### config.mk
export PLATFORM = sky130hd
export DESIGN_NAME = msb_biu
export DESIGN_NICKNAME = d
export VERILOG_FILES = /design/src/rtl/msb_pkg.sv /design/src/rtl/msb_biu.sv
export SDC_FILE = /design/constraint.sdc
export NUM_CORES = 1
export LEC_CHECK = 0
export BUFFER_PORTS_ARGS = -buffer_cell sky130_fd_sc_hd__buf_2
export CORE_UTILIZATION = 30
export CTS_CLUSTER_DIAMETER = 100
export DETAILED_ROUTE_END_ITERATION = 6
export PLACE_DENSITY = 0.45
export SYNTH_ARGS = -nofsm -noshare
export SYNTH_HDL_FRONTEND = slang
export SYNTH_SLANG_ARGS = --single-unit
export TNS_END_PERCENT = 1
### constraint.sdc
create_clock -name hclk -period 7.7 [get_ports hclk]
set_input_delay 2.31 -clock hclk [delete_from_list [all_inputs] [get_ports hclk]]
set_output_delay 2.31 -clock hclk [all_outputs]
set_load 0.005 [all_outputs]
### src/rtl/msb_pkg.sv
/*
 * constants, state codes and carrier types of the muxed system bus unit.
 * assumes one bus clock and software access over an ahb-lite register slave.
 */
package msb_pkg;
	// register byte offsets
	localparam logic [7:0] OFF_ADDR = 8'h00;
	localparam logic [7:0] OFF_CTRL = 8'h04;
	localparam logic [7:0] OFF_STAT = 8'h08;
	localparam logic [7:0] OFF_MODE = 8'h0C;
	localparam logic [7:0] OFF_DATA = 8'h10; // four words, 0x10..0x1C
	localparam int CTRL_GO_BIT = 8; // write-only start bit of ctrl
	// size codes on the low address lines
	localparam logic [3:0] SZ_BLOCK = 4'h0;
	localparam logic [3:0] SZ_WORD = 4'h4;
	localparam logic [4:0] BLOCK_BYTES = 5'h10;
	// port width codes, 2'h3 is reserved
	localparam logic [1:0] PW_8 = 2'h0;
	localparam logic [1:0] PW_16 = 2'h1;
	localparam logic [1:0] PW_32 = 2'h2;
	// grant held low at least this many bus clocks
	localparam logic [1:0] GNT_MIN_CYC = 2'h2;
	// reset values
	localparam logic [7:0] CTRL_RST = 8'h24;
	localparam logic [31:0] ADDR_RST = 32'h0000_0000;
	localparam logic [9:0] MODE_RST = 10'h000;
	localparam logic [46:0] SYNC_RST = 47'h3FFF_FFFF_FFFF;
	// engine states
	typedef enum logic [3:0] {
		ST_IDLE = 4'b0001,
		ST_ADDR = 4'b0010,
		ST_DATA = 4'b0100,
		ST_GRANT = 4'b1000
	} msb_state_t;
	// transfer request fields of ctrl
	typedef struct packed {
		logic instr;
		logic write;
		logic [1:0] width;
		logic [3:0] size;
	} msb_ctrl_t;
	// status register fields
	typedef struct packed {
		logic granted;
		logic fault;
		logic retried;
		logic done;
		logic busy;
	} msb_stat_t;
	// pin inputs that pass the synchroniser together
	typedef struct packed {
		logic por_n;
		logic ack_n;
		logic retry_n;
		logic fault_n;
		logic req_n;
		logic gnt;
		logic [3:0] irq_n;
		logic [4:0] trace;
		logic [31:0] ad;
	} msb_pins_t;
endpackage : msb_pkg
### src/rtl/msb_biu.sv
/*
 * muxed address/data bus interface unit: ahb-lite register slave, transfer
 * engine for single, narrow-port and block transfers, dma grant exchange and
 * cold-reset configuration capture.
 * assumes bus pins arrive asynchronously and are held at least two clocks.
 */
module msb_biu (
	input wire logic hclk,
	input wire logic hresetn,
	input wire logic hsel,
	input wire logic [31:0] haddr,
	input wire logic [1:0] htrans,
	input wire logic hwrite,
	input wire logic [2:0] hsize,
	input wire logic [31:0] hwdata,
	input wire logic hready,
	output logic hreadyout,
	output logic [31:0] hrdata,
	output logic hresp,
	input wire logic [31:0] ad_i,
	output logic [31:0] ad_o,
	output logic ad_oe,
	output logic [1:0] word_index,
	output logic ale,
	output logic address_strobe_n,
	output logic [1:0] port_width,
	output logic [3:0] lane_enable_n,
	output logic cycle_active_n,
	output logic instr_data,
	output logic read_n,
	output logic write_n,
	output logic data_phase_n,
	output logic data_direction,
	input wire logic ack_n,
	output logic last_n,
	input wire logic bus_fault_n,
	input wire logic retry_n,
	output logic bus_fault_event,
	input wire logic dma_request_n,
	input wire logic dma_grant_i,
	output logic dma_grant_o,
	output logic dma_grant_oe,
	input wire logic [3:0] irq_n,
	input wire logic [4:0] trace_status,
	input wire logic power_on_reset_n,
	output logic [9:0] boot_config_bits
);
	// bytes carried by the beat starting at byte pointer bp
	function automatic logic [4:0] take_f(logic [3:0] bp, logic [4:0] rem, logic [1:0] pw);
		logic [4:0] room;
		room = 5'h1;
		if (pw == msb_pkg::PW_16) begin
			room = bp[0] ? 5'h1 : 5'h2;
		end else if (pw == msb_pkg::PW_32) begin
			room = 5'h4 - {3'h0, bp[1:0]};
		end
		return (rem < room) ? rem : room;
	endfunction : take_f

	// active-low lane enables for one beat
	function automatic logic [3:0] lanes_f(logic [3:0] bp, logic [4:0] tk, logic [1:0] pw);
		logic [4:0] m;
		m = 5'((5'h1 << tk) - 5'h1);
		if (pw == msb_pkg::PW_32) begin
			return ~(4'(m[3:0] << bp[1:0]));
		end else if (pw == msb_pkg::PW_16) begin
			return {~(bp[0] | (tk == 5'h2)), 1'b1, bp[1], bp[0]};
		end
		return {2'h3, bp[1], bp[0]};
	endfunction : lanes_f

	// beat data on the low lines, same lines whatever the byte order
	function automatic logic [31:0] beat_f(logic [31:0] w, logic [3:0] bp, logic [1:0] pw);
		if (pw == msb_pkg::PW_32) begin
			return w;
		end else if (pw == msb_pkg::PW_16) begin
			return {16'h0000, bp[1] ? w[31:16] : w[15:0]};
		end
		return {24'h00_0000, w[{bp[1:0], 3'h0} +: 8]};
	endfunction : beat_f

	// merge one returned beat into a buffered word
	function automatic logic [31:0] merge_f(logic [31:0] w, logic [31:0] d, logic [3:0] bp, logic [1:0] pw);
		logic [31:0] r;
		r = w;
		if (pw == msb_pkg::PW_32) begin
			r = d;
		end else if (pw == msb_pkg::PW_16) begin
			r[{bp[1], 4'h0} +: 16] = d[15:0];
		end else begin
			r[{bp[1:0], 3'h0} +: 8] = d[7:0];
		end
		return r;
	endfunction : merge_f

	// three-flop pin synchroniser, a change counts once stages 2 and 3 agree
	msb_pkg::msb_pins_t s1_q, s2_q, s3_q, pin_q, pin_prev_q;
	msb_pkg::msb_pins_t pin_raw;
	assign pin_raw = {power_on_reset_n, ack_n, retry_n, bus_fault_n, dma_request_n,
		dma_grant_i, irq_n, trace_status, ad_i};
	always_ff @(posedge hclk or negedge hresetn) begin
		if (!hresetn) begin
			s1_q <= msb_pkg::SYNC_RST;
			s2_q <= msb_pkg::SYNC_RST;
			s3_q <= msb_pkg::SYNC_RST;
			pin_q <= msb_pkg::SYNC_RST;
			pin_prev_q <= msb_pkg::SYNC_RST;
		end else begin
			s1_q <= pin_raw;
			s2_q <= s1_q;
			s3_q <= s2_q;
			pin_q <= (s2_q & s3_q) | (pin_q & (s2_q | s3_q)); // keep old bit on disagreement
			pin_prev_q <= pin_q;
		end
	end

	// falling edges of the filtered handshake inputs
	logic ack_ev, retry_ev_raw, fault_ev_raw, cold;
	assign ack_ev = pin_prev_q.ack_n & ~pin_q.ack_n;
	assign retry_ev_raw = pin_prev_q.retry_n & ~pin_q.retry_n;
	assign fault_ev_raw = pin_prev_q.fault_n & ~pin_q.fault_n;
	assign cold = ~pin_q.por_n; // cold reset still active

	// configuration bits follow the pins during cold reset, frozen at release
	logic [9:0] mode_q;
	always_ff @(posedge hclk or negedge hresetn) begin
		if (!hresetn) begin
			mode_q <= msb_pkg::MODE_RST;
		end else if (cold) begin
			mode_q <= {pin_q.irq_n, pin_q.gnt, pin_q.trace};
		end
	end
	assign boot_config_bits = mode_q;

	// ahb-lite slave: always ready, always okay, one-cycle read data
	logic dph_wr_q;
	logic [7:0] dph_off_q;
	logic [31:0] rdata_q;
	logic [31:0] addr_q;
	msb_pkg::msb_ctrl_t ctrl_q;
	logic aph, go_wr, stat_wr;
	assign aph = hsel & hready & htrans[1];
	assign go_wr = dph_wr_q & (dph_off_q == msb_pkg::OFF_CTRL) & hwdata[msb_pkg::CTRL_GO_BIT];
	assign stat_wr = dph_wr_q & (dph_off_q == msb_pkg::OFF_STAT);
	assign hreadyout = 1'b1;
	assign hresp = 1'b0;
	assign hrdata = rdata_q;

	msb_pkg::msb_state_t st_q;
	msb_pkg::msb_stat_t stat;
	logic [31:0] buf_q [4];
	logic go_q, done_q, retried_q, fault_q;
	assign stat = '{granted: (st_q == msb_pkg::ST_GRANT), fault: fault_q, retried: retried_q,
		done: done_q, busy: go_q | (st_q != msb_pkg::ST_IDLE)};

	// address phase capture and registered read data
	always_ff @(posedge hclk or negedge hresetn) begin
		if (!hresetn) begin
			dph_wr_q <= 1'b0;
			dph_off_q <= 8'h00;
			rdata_q <= 32'h0000_0000;
		end else begin
			dph_wr_q <= aph & hwrite;
			dph_off_q <= haddr[7:0];
			if (aph & ~hwrite) begin
				unique case (haddr[7:0])
					msb_pkg::OFF_ADDR: rdata_q <= addr_q;
					msb_pkg::OFF_CTRL: rdata_q <= {24'h00_0000, ctrl_q};
					msb_pkg::OFF_STAT: rdata_q <= {27'h000_0000, stat};
					msb_pkg::OFF_MODE: rdata_q <= {22'h00_0000, mode_q};
					8'h10, 8'h14, 8'h18, 8'h1C: rdata_q <= buf_q[haddr[3:2]];
					default: rdata_q <= 32'h0000_0000; // unmapped reads zero
				endcase
			end
		end
	end

	// address and ctrl registers, frozen while a transfer runs
	always_ff @(posedge hclk or negedge hresetn) begin
		if (!hresetn) begin
			addr_q <= msb_pkg::ADDR_RST;
			ctrl_q <= msb_pkg::CTRL_RST;
		end else if (dph_wr_q && !stat.busy) begin
			if (dph_off_q == msb_pkg::OFF_ADDR) begin
				addr_q <= hwdata;
			end
			if (dph_off_q == msb_pkg::OFF_CTRL) begin
				ctrl_q.instr <= hwdata[7];
				ctrl_q.write <= hwdata[6];
				// reserved width code folds to 32-bit
				ctrl_q.width <= (hwdata[5:4] == 2'h3) ? msb_pkg::PW_32 : hwdata[5:4];
				// unsupported size codes fold to one word
				ctrl_q.size <= (hwdata[3:0] > msb_pkg::SZ_WORD) ? msb_pkg::SZ_WORD : hwdata[3:0];
			end
		end
	end

	// per-beat arithmetic for the engine
	logic [3:0] bp_q, bp_nx;
	logic [4:0] rem_q, rem_nx, tk, tk_nx;
	logic [1:0] start_w_q, wsel, wsel_nx;
	logic first_q, blk, fault_ev, retry_ev, accept;
	assign blk = (ctrl_q.size == msb_pkg::SZ_BLOCK);
	assign tk = take_f(bp_q, rem_q, ctrl_q.width);
	assign bp_nx = bp_q + tk[3:0];
	assign rem_nx = rem_q - tk;
	assign tk_nx = take_f(bp_nx, rem_nx, ctrl_q.width);
	// reads of a block walk sub-blocks from the critical word, writes from word 0
	assign wsel = bp_q[3:2] ^ start_w_q;
	assign wsel_nx = bp_nx[3:2] ^ start_w_q;
	// bus fault counts only before the first acknowledged data
	assign fault_ev = (st_q == msb_pkg::ST_DATA) & fault_ev_raw & first_q;
	// ack loses to a fault in the first phase
	assign accept = (st_q == msb_pkg::ST_DATA) & ack_ev & ~fault_ev;
	// retry without ack: reads before first data, writes in any phase
	assign retry_ev = (st_q == msb_pkg::ST_DATA) & retry_ev_raw & ~ack_ev & ~fault_ev
		& (ctrl_q.write | first_q);

	// transfer engine, buffer and status flags
	logic [31:0] ad_q;
	logic [3:0] lane_q;
	logic [1:0] gcnt_q;
	logic fault_pulse_q;
	always_ff @(posedge hclk or negedge hresetn) begin
		if (!hresetn) begin
			st_q <= msb_pkg::ST_IDLE;
			go_q <= 1'b0;
			bp_q <= 4'h0;
			rem_q <= 5'h00;
			start_w_q <= 2'h0;
			first_q <= 1'b0;
			ad_q <= 32'h0000_0000;
			lane_q <= 4'hF;
			gcnt_q <= 2'h0;
			done_q <= 1'b0;
			retried_q <= 1'b0;
			fault_q <= 1'b0;
			fault_pulse_q <= 1'b0;
			for (int i = 0; i < 4; i++) begin
				buf_q[i] <= 32'h0000_0000;
			end
		end else begin
			fault_pulse_q <= 1'b0;
			// write-one-to-clear, an event in the same cycle wins
			if (stat_wr) begin
				done_q <= done_q & ~hwdata[1];
				retried_q <= retried_q & ~hwdata[2];
				fault_q <= fault_q & ~hwdata[3];
			end
			// software fills the buffer only while idle
			if (dph_wr_q && !stat.busy && dph_off_q[7:4] == msb_pkg::OFF_DATA[7:4]) begin
				buf_q[dph_off_q[3:2]] <= hwdata;
			end
			// start request is refused during cold reset and while busy
			if (go_wr && !stat.busy && !cold) begin
				go_q <= 1'b1;
			end
			unique case (st_q)
				msb_pkg::ST_IDLE: begin
					if (!pin_q.req_n && !cold) begin
						st_q <= msb_pkg::ST_GRANT;
						gcnt_q <= 2'h0;
					end else if (go_q) begin
						go_q <= 1'b0;
						st_q <= msb_pkg::ST_ADDR;
						first_q <= 1'b1;
						bp_q <= blk ? 4'h0 : {2'h0, addr_q[1:0]};
						rem_q <= blk ? msb_pkg::BLOCK_BYTES : {1'b0, ctrl_q.size};
						start_w_q <= (blk && !ctrl_q.write) ? addr_q[3:2] : 2'h0;
						ad_q <= {addr_q[31:4], ctrl_q.size};
						lane_q <= lanes_f(blk ? 4'h0 : {2'h0, addr_q[1:0]},
							take_f(blk ? 4'h0 : {2'h0, addr_q[1:0]},
							blk ? msb_pkg::BLOCK_BYTES : {1'b0, ctrl_q.size}, ctrl_q.width),
							ctrl_q.width);
					end
				end
				msb_pkg::ST_ADDR: begin
					// address cycle is one clock; first beat data follows
					st_q <= msb_pkg::ST_DATA;
					ad_q <= ctrl_q.write ? beat_f(buf_q[wsel], bp_q, ctrl_q.width) : 32'h0000_0000;
				end
				msb_pkg::ST_DATA: begin
					if (fault_ev) begin
						st_q <= msb_pkg::ST_IDLE;
						fault_q <= 1'b1;
						fault_pulse_q <= 1'b1;
					end else if (retry_ev) begin
						st_q <= msb_pkg::ST_IDLE;
						retried_q <= 1'b1;
					end else if (accept) begin
						first_q <= 1'b0;
						if (!ctrl_q.write) begin
							buf_q[wsel] <= merge_f(buf_q[wsel], pin_q.ad, bp_q, ctrl_q.width);
						end
						if (rem_nx == 5'h00) begin
							st_q <= msb_pkg::ST_IDLE;
							done_q <= 1'b1;
						end else begin
							bp_q <= bp_nx;
							rem_q <= rem_nx;
							lane_q <= lanes_f(bp_nx, tk_nx, ctrl_q.width);
							ad_q <= ctrl_q.write ? beat_f(buf_q[wsel_nx], bp_nx, ctrl_q.width) : 32'h0000_0000;
						end
					end
				end
				msb_pkg::ST_GRANT: begin
					if (gcnt_q != msb_pkg::GNT_MIN_CYC) begin
						gcnt_q <= gcnt_q + 2'h1;
					end else if (pin_q.req_n) begin
						st_q <= msb_pkg::ST_IDLE;
					end
				end
			endcase
		end
	end

	// bus outputs decoded from engine state; no parity lines exist at all
	logic act;
	assign act = (st_q == msb_pkg::ST_ADDR) | (st_q == msb_pkg::ST_DATA);
	assign address_strobe_n = ~(st_q == msb_pkg::ST_ADDR);
	assign ale = ~address_strobe_n;
	assign ad_o = ad_q;
	assign ad_oe = (st_q == msb_pkg::ST_ADDR) | ((st_q == msb_pkg::ST_DATA) & ctrl_q.write);
	assign port_width = act ? ctrl_q.width : msb_pkg::PW_32;
	assign lane_enable_n = act ? lane_q : 4'hF;
	assign word_index = (st_q == msb_pkg::ST_DATA && blk) ? wsel : addr_q[3:2]; // singles stay on their own word
	assign cycle_active_n = ~act;
	assign instr_data = act & ctrl_q.instr;
	assign read_n = ~(act & ~ctrl_q.write);
	assign write_n = ~(act & ctrl_q.write);
	assign data_phase_n = ~(st_q == msb_pkg::ST_DATA);
	assign data_direction = act & ctrl_q.write;
	assign last_n = ~((st_q == msb_pkg::ST_DATA) & (tk == rem_q));
	assign bus_fault_event = fault_pulse_q;
	// grant pin is an input while cold reset lasts
	assign dma_grant_oe = ~cold;
	// grant rises early once the minimum passed and the core wants the bus
	assign dma_grant_o = ~((st_q == msb_pkg::ST_GRANT)
		& ~((gcnt_q == msb_pkg::GNT_MIN_CYC) & go_q));
endmodule : msb_biu

# --- After elaboration in Yosys (flattened, before gate mapping) ---
# Cells that the tools add are included.
word_totals:
  output_inout_bits: 97
  reg_bits: 469
  elab_cells: 372
classes:
  n_lt_le_gt_ge: 10
  shift: 10
  n_reduce_logical: 28
  bitwise_logic: 67
  n_eq_ne: 36
  add_sub_neg: 10
  mux: 146
ops:
  columns: ["cell", "n"]
  rows:
  - ["32-bit 2-to-1 mux", 29]
  - ["128-bit 2-to-1 mux", 6]
  - ["128-bit bitwise mux", 2]
  - ["32-bit binary-select mux with 2-bit select", 3]
  - ["32-bit case mux with 5 select lines", 1]
  - ["32-bit demux with 2-bit select", 2]
  - ["4-bit 2-to-1 mux", 28]
  - ["32-bit case mux with 3 select lines", 1]
  - ["5-bit 2-to-1 mux", 19]
  - ["47-bit bitwise AND", 2]
  - ["47-bit bitwise OR", 2]
  - ["32-bit bitwise mux", 2]
  - ["32-bit by 6-bit indexed part select with 8-bit output", 2]
  - ["1-bit 2-to-1 mux", 35]
  - ["8-bit by 5-bit == test with 1-bit output (second input constant)", 4]
  - ["16-bit 2-to-1 mux", 2]
  - ["16-bit by 7-bit variable shift with 32-bit output (first input constant)", 1]
  - ["8-bit by 7-bit variable shift with 32-bit output (first input constant)", 1]
  - ["16-bit by 7-bit indexed part select with 32-bit output", 1]
  - ["8-bit by 7-bit indexed part select with 32-bit output", 1]
  - ["1-bit bitwise AND", 28]
  - ["8-bit by 4-bit == test with 1-bit output (second input constant)", 3]
  - ["1-bit NOT", 21]
  - ["2-bit 2-to-1 mux", 10]
  - ["48 further kinds", 101]

# --- Longest topological paths before layout ---
depth:
  word_depth: 22
  depth_mapped: 34
  depth_no_buf: 30

# --- Least setup slack after synthesis ---
# No wires, ideal clock.
synth_path:
  kind: "register to register"
  start: "reg bp_q[1]"
  end: "reg lane_q[1]"
  stages_incl_launch_ff: 33
  required_time_ns: 7.609
  setup_ns: 0.091
  t_arrival_ns: 6.163
  path_buffers: 4
  setup_slack_ns: 1.446
  path_cell_list: "dfrtp_1 > inv_1 > clkbuf_1 > buf_1 > ha_1 > nand3_1 > o21ai_0 > inv_1 > ha_1 > o21a_1 > o21ai_0 > nand2_1 > nor2_1 > a21oi_1 > ha_1 > fa_1 > clkbuf_1 > a21oi_1 > nor2_1 > a31oi_1 > ha_1 > o21ai_0 > a32oi_1 > or3_1 > or3_1 > clkbuf_1 > or2_1 > ha_1 > nor2b_1 > a31oi_1 > o21ai_0 > nor2_1 > o31ai_1"
synth_via:
  elab_chain_cells: 22
  elab_cells_between_ends: 28
synth_lines:
  columns: ["element", "line_no", "text"]
  rows:
  - ["from (decl)", "msb_biu.sv:199", "logic [3:0] bp_q, bp_nx;"]
  - ["from (signal assigned)", "msb_biu.sv:267", "bp_q <= blk ? 4'h0 : {2'h0, addr_q[1:0]};"]
  - ["from (signal assigned)", "msb_biu.sv:299", "bp_q <= bp_nx;"]
  - ["3-bit by 2-bit subtractor with 4-bit output", "msb_biu.sv:55", "room = 5'h4 - {3'h0, bp[1:0]};"]
  - ["5-bit 2-to-1 mux", "msb_biu.sv:54", "end else if (pw == msb_pkg::PW_32) begin"]
  - ["5-bit 2-to-1 mux", "msb_biu.sv:52", "if (pw == msb_pkg::PW_16) begin"]
  - ["5-bit less-than comparator", "msb_biu.sv:57", "return (rem < room) ? rem : room;"]
  - ["5-bit 2-to-1 mux", "msb_biu.sv:57", null]
  - ["4-bit adder", "msb_biu.sv:205", "assign bp_nx = bp_q + tk[3:0];"]
  - ["3-bit by 2-bit subtractor with 4-bit output", "msb_biu.sv:55", null]
  - ["5-bit 2-to-1 mux", "msb_biu.sv:54", null]
  - ["(+6 left out)", null, null]
  - ["4-bit NOT", "msb_biu.sv:65", "return ~(4'(m[3:0] << bp[1:0]));"]
  - ["4-bit 2-to-1 mux", "msb_biu.sv:64", "if (pw == msb_pkg::PW_32) begin"]
  - ["4-bit 2-to-1 mux", "msb_biu.sv:69", "return {2'h3, bp[1], bp[0]};"]
  - ["4-bit 2-to-1 mux", "msb_biu.sv:295", "if (rem_nx == 5'h00) begin"]
  - ["4-bit 2-to-1 mux", "msb_biu.sv:290", "end else if (accept) begin"]
  - ["4-bit 2-to-1 mux", "msb_biu.sv:287", "end else if (retry_ev) begin"]
  - ["4-bit 2-to-1 mux", "msb_biu.sv:283", "if (fault_ev) begin"]
  - ["4-bit case mux with 2 select lines", "msb_biu.sv:258", "unique case (st_q)"]
  - ["to (signal assigned)", "msb_biu.sv:271", "lane_q <= lanes_f(blk ? 4'h0 : {2'h0, addr_q[1:0]},"]
  - ["to (signal assigned)", "msb_biu.sv:301", "lane_q <= lanes_f(bp_nx, tk_nx, ctrl_q.width);"]
  - ["to (decl)", "msb_biu.sv:221", "logic [3:0] lane_q;"]
# Parallel ways exist; a longest one is shown, timed or not. The select of a mux whose other input is x is not followed.
# A chain may end at the register's enable or synchronous reset.

# --- Worst setup path after layout ---
layout_path:
  start: "reg ctrl_q[5] (netlist bit)"
  end: "reg lane_q[1]"
layout_via:
  elab_chain_cells: 22
  elab_cells_between_ends: 54
layout_lines:
  columns: ["element", "line_no", "text"]
  rows:
  - ["from (decl)", "msb_biu.sv:140", "msb_pkg::msb_ctrl_t ctrl_q;"]
  - ["from (signal assigned)", "msb_biu.sv:182", "ctrl_q <= msb_pkg::CTRL_RST;"]
  - ["2-bit == test", "msb_biu.sv:54, msb_biu.sv:64", null]
  - ["5-bit 2-to-1 mux", "msb_biu.sv:54", null]
  - ["5-bit 2-to-1 mux", "msb_biu.sv:52", null]
  - ["5-bit less-than comparator", "msb_biu.sv:57", null]
  - ["5-bit 2-to-1 mux", "msb_biu.sv:57", null]
  - ["4-bit adder", "msb_biu.sv:205", null]
  - ["3-bit by 2-bit subtractor with 4-bit output", "msb_biu.sv:55", null]
  - ["5-bit 2-to-1 mux", "msb_biu.sv:54", null]
  - ["(+6 left out)", null, null]
  - ["4-bit NOT", "msb_biu.sv:65", null]
  - ["4-bit 2-to-1 mux", "msb_biu.sv:64", null]
  - ["4-bit 2-to-1 mux", "msb_biu.sv:69", null]
  - ["4-bit 2-to-1 mux", "msb_biu.sv:295", null]
  - ["4-bit 2-to-1 mux", "msb_biu.sv:290", null]
  - ["4-bit 2-to-1 mux", "msb_biu.sv:287", null]
  - ["4-bit 2-to-1 mux", "msb_biu.sv:283", null]
  - ["4-bit case mux with 2 select lines", "msb_biu.sv:258", null]
# Parallel ways exist; a longest one is shown, timed or not. The select of a mux whose other input is x is not followed.

==> impl_metrics.toml <==
[floorplan]
io-pin-count = 218
die_h_um = 280.7
rows = 101
die-area_um2 = 78800
initial_utilization = 0.3048
die_x_um = 280.7
core_um2 = 76450

[grt]
grt_overflow = 0
grt_first_pass_wirelength_um = 124400
antenna_found_initial = 5
grt_pass1_vias = 17728
grt_max_degree = 105
grtUsageTotal = 0.2132

[setup_path]
worstSetupPathType = "reg -> reg"
cp.required_ns = 8.24
critPathCaptureType = "flop"
crit_fanout = 12
crit_arrival_ns = 7.26
cp-start-kind = "flop"

[synthesis]
yosysSeqAreaShare = 0.5140
synthCells = 2055
synth_edf_count = 0
syn_avg_cell_area_um2 = 11.34
synthesis.nets = 2201
synth-main-ff-cell = "dfrtp_1"
async_flop_share = 1.000
syn_area_um2 = 23300
ys_seq_elements = 469
yosysUniqueCellTypes = 78
ys_warn_count = 0

[flow_run]
drv_cap = 0

[power_and_ir_drop]
p_clk_frac = 0.260
power_density_nw_per_um2 = 391.2
p_int_w = 0.006309
seqPwrFrac = 0.305
p_sw_frac = 0.4126
ir_drop_v = 0.0001967
p_leak_nw = 10.72
p_comb_frac = 0.434
netSwitchingPower_w = 0.004432

[finish]
nets = 2348
diodes = 0
final_cells = 3280
syn_to_final_growth_pct = 17.80
drive_gt1_frac = 0.3133

[route]
viasPerCell = 5.423
first_iter_violations = 1702
ant_nets = 0
vias = 17788
firstDrtPassIters = 6
wl_per_cell_um = 25.50
wl_um = 83620
drc = 0

[clock_network]
cts_resized = 0
clock_latency_ns = 0.64
clockBufferDepth = 3
cts_sinks = 469
cts_tree = "built"
cts_made_buffers = 56
cts.htree.levels = 2
root_buffer = "clkbuf_16"
cts_setup_buffers = 0
path_clk_slew_ns = 0.06
ctsHoldBuffers = 0

[place]
dpl.cell_count = 3174
dpl.hpwl_um = 57430
io_buffer_count = 187
gp_congestion = 0.9218

[sta]
fmax_ghz = 0.1488
tns_ns = 0
finClkSkew_ns = 0.02577
period_share = 0.8726
rsz0062_at_grt = "false"
slew_headroom = 0.1519
post-route-min-period_ns = 6.719
maxSlewViolCount = 0
finalHoldViolCount = 0
tightest_slew_ns = 1.254
finalSetupViolCount = 0

[outcome]
status = "finished clean"

[min_path]
min_path_type = "reg -> reg"
-- critical path: stages (launching register included) --
cell and delay [ns]:
dfstp_2 0.57, inv_1 0.07, ha_1 0.17, buf_4 0.19, or2_2 0.45, and2_1 0.23
o21a_1 0.16, o21ai_0 0.15, nand2_1 0.14, nor2_1 0.12, a21oi_1 0.08, ha_1 0.23
fa_1 0.84, inv_1 0.27, a31oi_1 0.25, ha_1 0.28, o21ai_0 0.16, a32oi_1 0.09
or3_1 0.43, or3_1 0.42, or2_1 0.31, ha_1 0.31, nor2b_1 0.13, a31oi_1 0.07
o21ai_0 0.24, nor2_1 0.06, o31ai_1 0.20
-- final cells by class --
type	count	area, um^2
fillers	7540	49000
flip-flops and latches	469	11980
multi-input cells	1403	10710
clock buffers	81	1720
repair buffers	232	1321
well taps	1030	1289
clock inverters	25	284.0
inverters	40	150.1
-- metrics by stage --
stage / utilization / hold WS (ns) / setup slack (ns) / cell area, um^2 / power (W)
detailed placement: 0.3329 / 0.3468 / 1.063 / 25450 / 0.007941
finish: 0.3591 / 0.3434 / 0.9813 / 27450 / 0.01074
global route: 0.3591 / 0.3402 / 0.5081 / 27450 / 0.01132
floorplan: - / 0.3312 / 1.446 / 23300 / 0.006079
global placement: 0.3329 / 0.3351 / 1.018 / 25450 / 0.007873
CTS: 0.3591 / 0.3305 / 0.9862 / 27450 / 0.01080
-- metal layers --
metal	vias up	GRT usage	routed length [um]	share of wire
li1	7871	-	-	-
met1	9144	0.2965	37120	0.44
met2	632	0.3393	38730	0.46
met3	131	0.03458	5165	0.062
met4	10	0.06543	2558	0.031
met5	-	0	51	0.00061
-- cells in the final DEF, fill, tap and decap left out, types with 6 or more instances in the layout --
cell type / instances
nor4b_1: 6
a31oi_1: 11
o211ai_1: 6
a221oi_1: 29
nor2_1: 173
buf_4: 42
clkbuf_16: 60
nand2_1: 227
nand3b_1: 6
o21ai_0: 90
nor3_1: 16
mux2_2: 59
a32oi_1: 6
clkinv_2: 9
mux2i_1: 140
o21ai_1: 24
dfstp_2: 194
nand2b_1: 12
nand3_1: 24
a222oi_1: 24
maj3_1: 47
dfrtp_1: 275
clkbuf_8: 14
and3_1: 18
inv_1: 35
o221ai_1: 7
o31ai_1: 20
a21o_1: 10
a21oi_1: 153
clkbuf_1: 7
ha_1: 22
buf_2: 186
a22oi_1: 60
nor2b_1: 11
and2_1: 8
mux4_2: 93
-- Yosys cell counts (4+ instances only) --
master	instances	area [um^2]
a222oi_1	24	240.2
o21ai_1	24	120.1
and2_1	8	50.05
nor4b_1	7	61.31
nand2b_1	12	75.07
a221oi_1	29	254.0
a32oi_1	6	52.55
a31oi_1	11	68.82
xnor2_1	5	43.79
nand2_1	228	855.8
nor4_1	7	43.79
a311oi_1	4	35.03
a21o_1	10	75.07
maj3_1	47	470.5
o211ai_1	6	45.04
or3_1	4	25.02
ha_1	23	287.8
inv_1	35	131.4
mux2i_1	140	1401
nor3_1	16	80.08
nand3_1	26	130.1
buf_4	5	37.54
o22ai_1	5	31.28
buf_1	13	48.80
a21oi_1	153	765.7
a211oi_1	4	30.03
mux4_2	93	2095
dfstp_2	194	5097
o21a_1	6	45.04
clkbuf_1	109	409.1
a22oi_1	60	450.4
nor3b_1	4	30.03
and3_1	19	118.9
o31ai_1	20	150.1
dfrtp_1	275	6882
nand3b_1	6	45.04
o221ai_1	7	61.31
nor2b_1	11	68.82
o21ai_0	90	450.4
buf_2	15	75.07
nor2_1	178	668.1
mux2_2	59	664.4
or4_1	4	30.03
-- kinds of logic (layout without fill, tap and decap cells) --
group / Yosys count / count (layout) / share of synthesized area
flip-flops: 469 / 469 / 0.5140
AO/OA/AOI/OAI: 478 / 478 / 0.1310
buffers and inverters: 183 / 378 / 0.03141
XOR/XNOR: 10 / 10 / 0.005691
AND/OR/NAND/NOR: 548 / 548 / 0.1043
multiplexers: 293 / 293 / 0.1790
other: 2 / 2 / 0.0003223
adder cells (fa/ha/maj): 72 / 72 / 0.03425
-- path summary, 6_finish.rpt --
kind | startpoint | end | slack, ns | depth (start not counted)
max | ctrl_q[5] | lane_q[1] | 0.98 | 26
min | s1_q[8] | s2_q[8] | 0.34 | 0
max reg2reg | ctrl_q[5] | lane_q[1] | 0.98 | 26
min reg2reg | s1_q[8] | s2_q[8] | 0.34 | 0
max in group asynchronous | hresetn | ad_o[10] | 4.49 | 2
min in group asynchronous | hresetn | buf_q[83] | 1.76 | 1
-- sequential cells by signal, indices dropped and copies added, names as in the netlist, 2 cells and up --
register	cells
bp_q	4
lane_q	4
pin_prev_q	3
ctrl_q	8
s3_q	47
start_w_q	2
boot_config_bits	10
hrdata	32
s1_q	47
ad_o	32
dph_off_q	8
addr_q	32
buf_q	128
st_q	4
pin_q	46
gcnt_q	2
rem_q	5
s2_q	47
-- power groups by stage --
stage	registers (W)	clock network, W	logic, W
global route	0.00334	0.00297	0.00500
finish	0.00328	0.00280	0.00466
CTS	0.00328	0.00288	0.00465
detailed placement	0.00331	0	0.00463
floorplan	0.00318	0	0.00290
global placement	0.00329	0	0.00458
(Power assumes the default switching activity.)
